## src/common/cts_pkg.sv

```systemverilog
// package: offsets, fields, resets and encodings of the cts number select
package cts_pkg;

  // ------------------------------------------------------------
  // widths
  // ------------------------------------------------------------
  localparam int BYTE_W = 10;
  localparam int SLOT_W = 8;
  localparam int ADDR_W = 28;
  localparam int PADDR_W = 8;

  // ------------------------------------------------------------
  // register offsets (byte addresses)
  // ------------------------------------------------------------
  localparam logic [7:0] OFF_CTS_NUM = 8'h00;
  localparam logic [7:0] OFF_IF_CTL = 8'h04;
  localparam logic [7:0] OFF_IF_ESR = 8'h08;
  localparam logic [7:0] OFF_UNIT_ISR = 8'h0C;
  localparam logic [7:0] OFF_UNIT_IMR = 8'h10;
  localparam logic [7:0] OFF_UNIT_EQP = 8'h14;
  localparam logic [7:0] OFF_SLOT_MAP = 8'h18;
  localparam logic [7:0] OFF_ADDR_DEC = 8'h1C;

  // ------------------------------------------------------------
  // field positions
  // ------------------------------------------------------------
  localparam int CTS_EVEN_LSB = 0;
  localparam int CTS_ODD_LSB = 16;
  localparam int CTL_OVERRIDE_BIT = 0;
  localparam int ESR_ERR_BIT = 0;
  localparam int ESR_ONES_BIT = 1;
  localparam int ISR_UNEQP_BIT = 0;
  localparam int ISR_ONES_BIT = 1;
  localparam int EQP_PRESENT_BIT = 0;
  localparam int MAP_SLOT_LSB = 16;
  localparam int DEC_INDEX_LSB = 0;
  localparam int DEC_CLASS_LSB = 4;

  // ------------------------------------------------------------
  // reset values
  // ------------------------------------------------------------
  localparam logic [BYTE_W-1:0] RST_OVR_BYTE = 10'h3FF;
  localparam logic RST_OVERRIDE = 1'b0;
  localparam logic [1:0] RST_FLAGS = 2'h0;
  localparam logic [1:0] RST_IMR = 2'h0;

  // ------------------------------------------------------------
  // slot to link byte mapping
  // ------------------------------------------------------------
  localparam logic [BYTE_W-1:0] MAP_GROUP_STRIDE = 10'h010;
  localparam logic [BYTE_W-1:0] MAP_SLOT_STRIDE = 10'h002;
  localparam logic [BYTE_W-1:0] MAP_OFFSET = 10'h002;

  // ------------------------------------------------------------
  // unit address decode (longword addresses)
  // ------------------------------------------------------------
  localparam logic [ADDR_W-1:0] SLICE_BASE = 28'hC080000;
  localparam int SLICE_SHIFT = 15;
  localparam logic [3:0] SLICE_COUNT = 4'hA;
  localparam logic [ADDR_W-1:0] PORT_BASE = 28'hC0D8000;
  localparam int PORT_SHIFT = 14;
  localparam logic [3:0] PORT_COUNT = 4'h6;
  localparam logic [ADDR_W-1:0] COMMON_BASE = 28'hC0F0000;
  localparam logic [ADDR_W-1:0] COMMON_WORDS = 28'h0000800;

  typedef enum logic [1:0] {
    CLASS_NONE = 2'b00,
    CLASS_SLICE = 2'b01,
    CLASS_PORT = 2'b10,
    CLASS_COMMON = 2'b11
  } unit_class_t;

  // message link block number carries this cts source
  typedef enum logic [1:0] {
    SRC_SIDE0_EVEN = 2'b00,
    SRC_SIDE0_ODD = 2'b01,
    SRC_SIDE1_EVEN = 2'b10,
    SRC_SIDE1_ODD = 2'b11
  } cts_source_t;

endpackage : cts_pkg

```

## src/verilog/cts_map.sv

```systemverilog
// slot to link byte mapping and unit address decode
`timescale 1ns/100ps
`default_nettype none

module cts_map (
  input wire logic [cts_pkg::SLOT_W-1:0] slot, // network time slot
  input wire logic [cts_pkg::ADDR_W-1:0] addr, // longword address
  output logic [cts_pkg::BYTE_W-1:0] link_byte, // mapped link byte
  output cts_pkg::unit_class_t unit_class, // board class hit
  output logic [3:0] unit_index // board number in class
);

  // ------------------------------------------------------------
  // slot mapping: groups of four slots, 16 bytes apart
  // ------------------------------------------------------------
  wire logic [cts_pkg::BYTE_W-1:0] grp;
  wire logic [cts_pkg::BYTE_W-1:0] sub;
  assign grp = cts_pkg::BYTE_W'(slot[7:2]);
  assign sub = cts_pkg::BYTE_W'(slot[1:0]);
  assign link_byte = cts_pkg::BYTE_W'(grp * cts_pkg::MAP_GROUP_STRIDE
    + sub * cts_pkg::MAP_SLOT_STRIDE + cts_pkg::MAP_OFFSET);

  // ------------------------------------------------------------
  // address decode
  // ------------------------------------------------------------
  wire logic [cts_pkg::ADDR_W-1:0] slice_off;
  wire logic [cts_pkg::ADDR_W-1:0] port_off;
  wire logic [cts_pkg::ADDR_W-1:0] com_off;
  wire logic [cts_pkg::ADDR_W-1:0] slice_num;
  wire logic [cts_pkg::ADDR_W-1:0] port_num;
  wire logic slice_hit;
  wire logic port_hit;
  wire logic com_hit;
  assign slice_off = addr - cts_pkg::SLICE_BASE;
  assign port_off = addr - cts_pkg::PORT_BASE;
  assign com_off = addr - cts_pkg::COMMON_BASE;
  assign slice_num = slice_off >> cts_pkg::SLICE_SHIFT;
  assign port_num = port_off >> cts_pkg::PORT_SHIFT;
  assign slice_hit = (addr >= cts_pkg::SLICE_BASE)
    && (slice_num < cts_pkg::ADDR_W'(cts_pkg::SLICE_COUNT));
  assign port_hit = (addr >= cts_pkg::PORT_BASE)
    && (port_num < cts_pkg::ADDR_W'(cts_pkg::PORT_COUNT));
  assign com_hit = (addr >= cts_pkg::COMMON_BASE)
    && (com_off < cts_pkg::COMMON_WORDS);
  assign unit_class = slice_hit ? cts_pkg::CLASS_SLICE :
    port_hit ? cts_pkg::CLASS_PORT :
    com_hit ? cts_pkg::CLASS_COMMON : cts_pkg::CLASS_NONE;
  assign unit_index = slice_hit ? slice_num[3:0] :
    port_hit ? port_num[3:0] : 4'h0;

endmodule : cts_map

`default_nettype wire

```

## src/verilog/cts_number_select.sv

```systemverilog
// cts byte number select: switch banks, override, flags, apb registers
//
// Contract
// - separate even and odd byte numbers, both sides
// - configured byte number readable in register
// - absent board sets unequipped error flag
// - absent board clears board present bit
// - absent board sets error and all-ones flags (the ISR all-ones bit is not forced, it follows the switch pins)
// - all-ones flag when switch value all ones
// - four ctss placed in message link blocks
// - slot n maps to 16(n/4)+2(n%4)+2
// - decode slice, port and common board ranges
//
// The placing of the registers and the APB slave port were left to the implementer.
`timescale 1ns/100ps
`default_nettype none

module cts_number_select #(
  parameter int BYTE_W = cts_pkg::BYTE_W // cts byte number width
) (
  input wire logic pclk, // apb clock, 40 MHz
  input wire logic presetn, // async reset, active low
  input wire logic psel, // apb select
  input wire logic penable, // apb enable
  input wire logic pwrite, // apb direction
  input wire logic [cts_pkg::PADDR_W-1:0] paddr, // apb byte address
  input wire logic [31:0] pwdata, // apb write data
  output logic [31:0] prdata, // apb read data
  output logic pready, // apb ready
  output logic pslverr, // apb error, unmapped address
  input wire logic [BYTE_W-1:0] sw_even_bank, // even-link switch pins
  input wire logic [BYTE_W-1:0] sw_odd_bank, // odd-link switch pins
  input wire logic board_present_n, // switch board present, low
  input wire logic mcp_slot_p0, // message link at slot p0
  input wire logic [1:0] mcp_block, // message link block number
  output logic [BYTE_W-1:0] cts_even_byte_q, // byte in use, even links
  output logic [BYTE_W-1:0] cts_odd_byte_q, // byte in use, odd links
  output logic mcp_cts_valid_q, // cts goes into message link
  output cts_pkg::cts_source_t mcp_cts_source_q, // which cts
  output logic [BYTE_W-1:0] mcp_cts_byte_q, // link byte of that cts
  output logic irq_q // unit interrupt, level
);

  // ------------------------------------------------------------
  // pin synchronisers
  // ------------------------------------------------------------
  logic [BYTE_W-1:0] even_s1_q;
  logic [BYTE_W-1:0] even_s2_q;
  logic [BYTE_W-1:0] odd_s1_q;
  logic [BYTE_W-1:0] odd_s2_q;
  logic absent_s1_q;
  logic absent_s2_q;

  always_ff @(posedge pclk or negedge presetn) begin
    if (!presetn) begin
      even_s1_q <= '0;
      even_s2_q <= '0;
      odd_s1_q <= '0;
      odd_s2_q <= '0;
      absent_s1_q <= 1'b0;
      absent_s2_q <= 1'b0;
    end else begin
      even_s1_q <= sw_even_bank;
      even_s2_q <= even_s1_q;
      odd_s1_q <= sw_odd_bank;
      odd_s2_q <= odd_s1_q;
      absent_s1_q <= board_present_n;
      absent_s2_q <= absent_s1_q;
    end
  end

  // ------------------------------------------------------------
  // registers and bus decode
  // ------------------------------------------------------------
  logic override_q;
  logic [BYTE_W-1:0] ovr_even_q;
  logic [BYTE_W-1:0] ovr_odd_q;
  logic [1:0] esr_q;
  logic [1:0] isr_q;
  logic [1:0] imr_q;
  logic [cts_pkg::SLOT_W-1:0] slot_q;
  logic [cts_pkg::ADDR_W-1:0] dec_addr_q;

  wire logic acc_first;
  wire logic acc_done;
  wire logic wr_en;
  wire logic sel_cts;
  wire logic sel_ctl;
  wire logic sel_esr;
  wire logic sel_isr;
  wire logic sel_imr;
  wire logic sel_eqp;
  wire logic sel_map;
  wire logic sel_dec;
  wire logic mapped;
  // one wait state: ready rises on the first access edge, data with it
  assign acc_first = psel & penable & ~pready;
  assign acc_done = psel & penable & pready;
  assign wr_en = acc_done & pwrite & mapped;
  assign sel_cts = paddr == cts_pkg::OFF_CTS_NUM;
  assign sel_ctl = paddr == cts_pkg::OFF_IF_CTL;
  assign sel_esr = paddr == cts_pkg::OFF_IF_ESR;
  assign sel_isr = paddr == cts_pkg::OFF_UNIT_ISR;
  assign sel_imr = paddr == cts_pkg::OFF_UNIT_IMR;
  assign sel_eqp = paddr == cts_pkg::OFF_UNIT_EQP;
  assign sel_map = paddr == cts_pkg::OFF_SLOT_MAP;
  assign sel_dec = paddr == cts_pkg::OFF_ADDR_DEC;
  assign mapped = sel_cts | sel_ctl | sel_esr | sel_isr | sel_imr
    | sel_eqp | sel_map | sel_dec;

  // ------------------------------------------------------------
  // byte number selection and flag sources
  // ------------------------------------------------------------
  wire logic [BYTE_W-1:0] eff_even;
  wire logic [BYTE_W-1:0] eff_odd;
  wire logic all_ones;
  wire logic [1:0] esr_set;
  wire logic [1:0] isr_set;
  wire logic [1:0] esr_d;
  wire logic [1:0] isr_d;
  assign eff_even = override_q ? ovr_even_q : even_s2_q;
  assign eff_odd = override_q ? ovr_odd_q : odd_s2_q;
  assign all_ones = (&even_s2_q) | (&odd_s2_q);
  // an absent board reads all ones anyway; both esr flags are forced, the isr ones bit is not
  assign esr_set = {all_ones | absent_s2_q, absent_s2_q};
  assign isr_set = {all_ones, absent_s2_q};
  // set wins over a write-one clear in the same cycle
  assign esr_d = (esr_q & ~((wr_en & sel_esr) ? pwdata[1:0] : 2'h0))
    | esr_set;
  assign isr_d = (isr_q & ~((wr_en & sel_isr) ? pwdata[1:0] : 2'h0))
    | isr_set;

  // ------------------------------------------------------------
  // mapping and decode helpers
  // ------------------------------------------------------------
  wire logic [BYTE_W-1:0] map_byte;
  cts_pkg::unit_class_t dec_class;
  wire logic [3:0] dec_index;

  cts_map u_map (
    .slot(slot_q),
    .addr(dec_addr_q),
    .link_byte(map_byte),
    .unit_class(dec_class),
    .unit_index(dec_index)
  );

  // ------------------------------------------------------------
  // read data
  // ------------------------------------------------------------
  logic [31:0] rd_data;
  always_comb begin
    rd_data = 32'h0;
    if (sel_cts) begin
      rd_data[cts_pkg::CTS_EVEN_LSB +: BYTE_W] = eff_even;
      rd_data[cts_pkg::CTS_ODD_LSB +: BYTE_W] = eff_odd;
    end
    if (sel_ctl) rd_data[cts_pkg::CTL_OVERRIDE_BIT] = override_q;
    if (sel_esr) rd_data[1:0] = esr_q;
    if (sel_isr) rd_data[1:0] = isr_q;
    if (sel_imr) rd_data[1:0] = imr_q;
    if (sel_eqp) rd_data[cts_pkg::EQP_PRESENT_BIT] = ~absent_s2_q;
    if (sel_map) begin
      rd_data[BYTE_W-1:0] = map_byte;
      rd_data[cts_pkg::MAP_SLOT_LSB +: cts_pkg::SLOT_W] = slot_q;
    end
    if (sel_dec) begin
      rd_data[cts_pkg::DEC_INDEX_LSB +: 4] = dec_index;
      rd_data[cts_pkg::DEC_CLASS_LSB +: 2] = dec_class;
    end
  end

  // ------------------------------------------------------------
  // apb answer
  // ------------------------------------------------------------
  always_ff @(posedge pclk or negedge presetn) begin
    if (!presetn) begin
      pready <= 1'b0;
      pslverr <= 1'b0;
      prdata <= 32'h0;
    end else begin
      pready <= acc_first;
      pslverr <= acc_first & ~mapped;
      if (acc_first) prdata <= rd_data;
    end
  end

  // ------------------------------------------------------------
  // software registers
  // ------------------------------------------------------------
  always_ff @(posedge pclk or negedge presetn) begin
    if (!presetn) begin
      override_q <= cts_pkg::RST_OVERRIDE;
      ovr_even_q <= cts_pkg::RST_OVR_BYTE;
      ovr_odd_q <= cts_pkg::RST_OVR_BYTE;
      imr_q <= cts_pkg::RST_IMR;
      slot_q <= '0;
      dec_addr_q <= '0;
    end else if (wr_en) begin
      if (sel_ctl) override_q <= pwdata[cts_pkg::CTL_OVERRIDE_BIT];
      // writes land even without override, so the number is ready first
      if (sel_cts) begin
        ovr_even_q <= pwdata[cts_pkg::CTS_EVEN_LSB +: BYTE_W];
        ovr_odd_q <= pwdata[cts_pkg::CTS_ODD_LSB +: BYTE_W];
      end
      if (sel_imr) imr_q <= pwdata[1:0];
      if (sel_map) slot_q <= pwdata[cts_pkg::SLOT_W-1:0];
      if (sel_dec) dec_addr_q <= pwdata[cts_pkg::ADDR_W-1:0];
    end
  end

  // ------------------------------------------------------------
  // flags, interrupt, outputs
  // ------------------------------------------------------------
  always_ff @(posedge pclk or negedge presetn) begin
    if (!presetn) begin
      esr_q <= cts_pkg::RST_FLAGS;
      isr_q <= cts_pkg::RST_FLAGS;
      irq_q <= 1'b0;
      cts_even_byte_q <= '0;
      cts_odd_byte_q <= '0;
    end else begin
      esr_q <= esr_d;
      isr_q <= isr_d;
      irq_q <= |(isr_d & imr_q);
      cts_even_byte_q <= eff_even;
      cts_odd_byte_q <= eff_odd;
    end
  end

  // message link placement: block number picks side and parity
  always_ff @(posedge pclk or negedge presetn) begin
    if (!presetn) begin
      mcp_cts_valid_q <= 1'b0;
      mcp_cts_source_q <= cts_pkg::SRC_SIDE0_EVEN;
      mcp_cts_byte_q <= '0;
    end else begin
      mcp_cts_valid_q <= mcp_slot_p0;
      if (mcp_slot_p0) begin
        mcp_cts_source_q <= cts_pkg::cts_source_t'(mcp_block);
        mcp_cts_byte_q <= mcp_block[0] ? eff_odd : eff_even;
      end
    end
  end
endmodule : cts_number_select

`default_nettype wire

```

## config.mk

```make
export PLATFORM = sky130hd
export DESIGN_NAME = cts_number_select
export DESIGN_NICKNAME = d
export VERILOG_FILES = /design/src/common/cts_pkg.sv /design/src/verilog/cts_map.sv /design/src/verilog/cts_number_select.sv
export SDC_FILE = /design/constraint.sdc
export NUM_CORES = 1
export LEC_CHECK = 0
export ABC_AREA = 1
export BUFFER_PORTS_ARGS = -buffer_cell sky130_fd_sc_hd__buf_2
export CAP_MARGIN = 30
export CORE_UTILIZATION = 49
export CTS_CLUSTER_SIZE = 10
export DETAILED_ROUTE_END_ITERATION = 10
export PLACE_DENSITY_LB_ADDON = 0.05
export SLEW_MARGIN = 40
export SYNTH_ARGS = -nofsm -noshare
export SYNTH_HDL_FRONTEND = slang
export SYNTH_SLANG_ARGS = --single-unit
```

## constraint.sdc

```tcl
create_clock -name pclk -period 1.85 [get_ports pclk]
set_clock_uncertainty 0.1 [all_clocks]
set_input_delay 0.0925 -clock pclk [delete_from_list [all_inputs] [get_ports pclk]]
set_output_delay 0.0925 -clock pclk [all_outputs]
set_load 0.02 [all_outputs]
```

; ---- After elaboration in Yosys (flattened, before gate mapping)
; Cells that the tools add are included.
[word_totals]
wordCells = 100
latch_bits = 0
mem_bits_rw = 0
regBits = 161
memories = 0
romBits = 0
[classes]
div_mod_pow = 0
n_mux = 20
reduce_logical = 12
n_eq_ne = 7
bitwise = 27
add_sub_neg = 5
mul = 0
magnitude_cmp = 6
n_shift = 0
[op_table]
columns = op, n
row1 = "28-bit greater-or-equal comparator, second input constant", 3
row2 = "28-bit subtractor, second input constant", 3
row3 = 10-bit 2-to-1 mux, 6
row4 = "8-bit by 5-bit equality test with 1-bit output, second input constant", 4
row5 = "28-bit by 12-bit less-than comparator with 1-bit output, second input constant", 1
row6 = 10-bit AND reduction, 2
row7 = "8-bit by 4-bit equality test with 1-bit output, second input constant", 2
row8 = 2-bit 2-to-1 mux, 8
row9 = "14-bit by 3-bit less-than comparator with 1-bit output, second input constant", 1
row10 = "13-bit by 4-bit less-than comparator with 1-bit output, second input constant", 1
row11 = "10-bit by 2-bit adder with 10-bit output, second input constant", 1
row12 = 10-bit by 3-bit adder with 10-bit output, 1
row13 = 2-bit AND reduction, 5
row14 = 1-bit bitwise OR, 9
row15 = 1-bit bitwise AND, 8
row16 = "8-bit by 3-bit equality test with 1-bit output, second input constant", 1
row17 = 8-bit zero test, 1
row18 = 4-bit 2-to-1 mux, 2
row19 = 8-bit 2-to-1 mux, 1
row20 = 2-bit bitwise AND, 3
row21 = 6-bit 2-to-1 mux, 1
row22 = 2-bit NOT, 2
row23 = 2-bit bitwise OR, 2
row24 = 1-bit logical AND, 3
row25 = other kinds (3), 6

; ---- Depth between registers and ports, before layout
[logic_depth]
depth_word = 16
ltp_mapped = 15
mapped_depth_nobuf = 15

; ---- Cells and area by module
; A second synthesis with hierarchy kept.
[hier_totals]
cells_unflattened = 777
area_unflattened_um2 = 7181.9
[by_module_without_submodules]
columns = module, n_inst, area_per_inst_um2, cells_each, seq_area_each_um2
row1 = cts_number_select, 1, 6258.5, 591, 4053.9
row2 = cts_map, 1, 923.4, 186, 0.0

; ---- Worst setup path after synthesis
; Ideal clock, no wire load.
[synth_timing]
kind = register to register
from = reg dec_addr_q[20] in the netlist's numbering
to = reg prdata[4]
setup_time_ns = 0.116
t_required_ns = 1.634
path_slack_ns = -0.013
synth_period_minus_slack_ns = 1.863
t_arrival_ns = 1.647
stages_incl_launch_ff = 16
cell_sequence = dfrtp_1 -> inv_1 -> ha_1 -> nand2_1 -> nor2_1 -> nand2_1 -> nand2_1 -> nand2_1 -> nand2_1 -> nand2_1 -> nor2_2 -> nand3_2 -> nand2_1 -> nand2_1 -> nand2_1 -> nand2_1
[synth_between]
elab_chain_cells = 7
[synth_rtl]
columns = item, line
row1 = from (decl), cts_number_select.sv:82  ; logic [cts_pkg::ADDR_W-1:0] dec_addr_q;
row2 = from (signal assigned), cts_number_select.sv:208  ; if (sel_dec) dec_addr_q <= pwdata[cts_pkg::ADDR_W-1:0];
row3 = 28-bit subtractor, cts_map.sv:36  ; assign com_off = addr - cts_pkg::COMMON_BASE;
row4 = 28-bit by 12-bit less-than comparator with 1-bit output, cts_map.sv:44  ; && (com_off < cts_pkg::COMMON_WORDS);
row5 = 1-bit logical AND, cts_map.sv:44
row6 = 2-bit 2-to-1 mux, cts_map.sv:47  ; com_hit ? cts_pkg::CLASS_COMMON : cts_pkg::CLASS_NONE;
row7 = 2-bit 2-to-1 mux, cts_map.sv:46  ; port_hit ? cts_pkg::CLASS_PORT :
row8 = 2-bit 2-to-1 mux *, cts_map.sv:45  ; assign unit_class = slice_hit ? cts_pkg::CLASS_SLICE :
row9 = 6-bit 2-to-1 mux *, cts_number_select.sv:167  ; if (sel_dec) begin
row10 = to (signal assigned), cts_number_select.sv:184  ; if (acc_first) prdata <= rd_data;
row11 = to (decl), cts_number_select.sv:28  ; output logic [31:0] prdata,
; Mark *: on every way between the ends. The rest lies on a longest branch, timed or not.
; A chain may end at the register's enable or synchronous reset.

; ---- Worst setup path in the final report
[layout_timing]
from = reg dec_addr_q[19] in the netlist's numbering
to = reg prdata[5]
; Same word-level chain as after synthesis.

==> run summary <==
Status: finished, violations left
Failing checks: setup timing
DR iter-0 viols: 411
Pre-Repair DR Iteration Count: 5
F_max: 529 MHz
Setup CP Type: reg2reg
Tot GR Track Use: 0.306
Fillers: 1043
Total negative slack: -0.102 ns
Most frequent cells in the layout: 229 x nand2_1, 127 x dfrtp_1, 118 x buf_2, 67 x buf_4, 55 x nor2_1
Syn Area/Cell: 8.79 µm²
Via/cell ratio: 5.19
Residual DRC count: 0
GP Congestion: 0.925
Antenna diodes: 0
First-pass GRT wire length: 32200 µm
Syn Inst Count: 756
Worst Path Max Fanout: 4
Period Utilization, post-route: 1.02
Clock Latency Late Sink: 0.44 ns
Synthesis Warnings: 0
Leakage power: 4.65 nW
Layout cells sized above 1: 0.314
Final worst slack: -0.0410 ns
Layout Nets: 1073
Via count: 6167
Min Tclk post-route: 1.89 ns
Die span in y: 118 µm
Async SR Flop Fraction: 1.00
P&R area growth vs syn: 39.1%
Vias in the first global route: 6152
Multi-input logic area: 2580 µm²
Sequential fraction of the synthesis area: 0.569
Most common cell after layout, fill and taps aside: nand2_1
Hold WC Path Type: in2reg
Initial antenna violation count: 0
Number of synthesized flops with an enable pin: 0
Layout Cells excl Fill: 1189
Worst path required time: 2.10 ns
VDD IR max: 875 µV
Chip Width: 118 µm
Final setup fails: 4
Clock transition at the registers of the reported paths: 0.06 ns
Worst Tran Pin Value: 0.665 ns
Avg WL per Cell: 16.9 µm
CTS root buffer: clkbuf_16
Pre-CTS WS: -0.112 ns
Dominant synthesized flop cell: dfrtp_1
Critical Path AT: 2.15 ns
Final Hold Fails: 0
#FFs+latches synth: 150
Drt total wl: 20100 µm
Placed Cells: 1094
Die area: 14000 µm²
Max cap viols: 0
FF+latch area: 3780 µm²
H-tree Lvls: 4
CP Launch Type: flop
CTS Sinks: 150
FP Rows: 42
Total gr overflow: 0
Core area: 13200 µm²
Synthesized area: 6640 µm²
Max-slew violation count: 0
Final Cell Area: 9240 µm²
Antenna viol nets, final: 0
IO buf count: 119
Unrepaired setup endpoints after global routing: true
Clock buffer depth: 2
Synth cell types: 46
Area after DPL: 7850 µm²
Largest net degree at the start of global routing: 45
Starting density of the core: 0.502
Pwr Density: 849 nW/µm²
CTS tree: built
DP HPWL: 14600 µm
CP endpoint kind: flop
TritonCTS buffer count: 17
I/O pins: 137
Rel. slew slack: 0.552
cells in the mapped netlist (all sizes together) (2+ instances only):
library cell / number / area, µm²
buf: 25 / 174
ha: 4 / 50.1
o211ai: 3 / 27.5
dfrtp: 130 / 3250
o31ai: 3 / 22.5
a21oi: 39 / 195
o21a: 5 / 37.5
nand3: 45 / 255
clkbuf: 9 / 35.0
nand2: 240 / 918
nand4: 13 / 81.3
dfstp: 20 / 526
nor2: 73 / 343
clkinv: 2 / 7.51
nor3: 6 / 51.3
xor2: 3 / 26.3
nor4: 2 / 12.5
a221oi: 2 / 17.5
o21ai: 53 / 265
inv: 67 / 251
path summary, 6_finish.rpt:
kind / to / start / slack [ns] / cells after the start
worst min register to register: absent_s2_q$_DFF_PN0_ / absent_s1_q$_DFF_PN0_ / 0.25 / 0
max in group asynchronous: ovr_odd_q[4]$_DFFE_PN1P_ / presetn / 0.94 / 3
worst max register to register: prdata[5]$_DFFE_PN0P_ / dec_addr_q[19]$_DFFE_PN0P_ / -0.04 / 9
min in group asynchronous: dec_addr_q[24]$_DFFE_PN0P_ / presetn / 0.04 / 2
worst max-delay path: prdata[5]$_DFFE_PN0P_ / dec_addr_q[19]$_DFFE_PN0P_ / -0.04 / 9
worst min-delay path: override_q$_DFFE_PN0P_ / pwrite / 0.009 / 5
timing repair:
item,4_1_cts,5_1_grt
pin swaps,20,19
setup endpoints to repair,6,10
setup buffers,4,6
endpoints found under the hold margin,215,0
hold buffers,53,0
gates resized for setup,23,19
cloned,0,0
state kept, by name, summed over array words and instances (netlist names), 8 cells and up:
register and cells:
prdata 20, dec_addr_q 17, cts_even_byte_q 10, cts_odd_byte_q 10, even_s1_q 10, even_s2_q 10
mcp_cts_byte_q 10, odd_s1_q 10, odd_s2_q 10, ovr_even_q 10, ovr_odd_q 10, slot_q 8
final cells by class:
cell class | count | share of cell area
sequential | 150 | 0.409
multi-input combinational | 514 | 0.280
timing repair buffer | 248 | 0.193
clock buffer | 20 | 0.0483
inverter | 69 | 0.0280
tap | 176 | 0.0238
clock inverter | 12 | 0.0181
stage by stage:
step | total power [mW] | hold slack [ns] | utilization
floorplan | 3.87 | -0.303 | -
global placement | 4.21 | -0.0521 | 0.592
global route | 8.11 | 0.0253 | 0.698
finish | 7.85 | 0.00862 | 0.698
CTS | 7.87 | 0.000295 | 0.689
detailed placement | 4.22 | -0.0426 | 0.593
critical path, stage by stage, from the launching register on:
cell     delay [ns]
dfrtp_2        0.44
buf_12         0.14
ha_4           0.17
xnor2_1        0.18
nor4_2         0.24
buf_4          0.17
nand4_1        0.09
nand2_1        0.08
nand2_1        0.06
a21oi_2        0.13
power by group:
| group | internal (mW) | total, mW | switching [mW] |
|---|---|---|---|
| clock | 2.18 | 3.58 | 1.40 |
| sequential | 3.43 | 3.51 | 0.0751 |
| combinational | 0.284 | 0.761 | 0.477 |
| total | 5.89 | 7.85 | 1.96 |
routing by layer:
metal,global-route usage,wire length [µm],vias up
li1,-,-,2901
met1,0.411,8730,3000
met2,0.486,9580,223
met3,0.0637,1250,43
met4,0.127,538,0
met5,0,0,-
kinds of logic (layout without fill, tap and decap cells):
| kind of cell | count (synthesis) | count (layout) | synth area share |
|---|---|---|---|
| adder cells (fa/ha/maj) | 4 | 4 | 0.00753 |
| AO/OA/AOI/OAI | 112 | 112 | 0.0934 |
| flip-flops | 150 | 150 | 0.569 |
| XOR/XNOR | 4 | 4 | 0.00528 |
| other | 1 | 12 | 0.000565 |
| buffers and inverters | 103 | 349 | 0.0704 |
| AND/OR/NAND/NOR | 382 | 382 | 0.254 |
No activity file was read; power rests on OpenSTA's default activity.
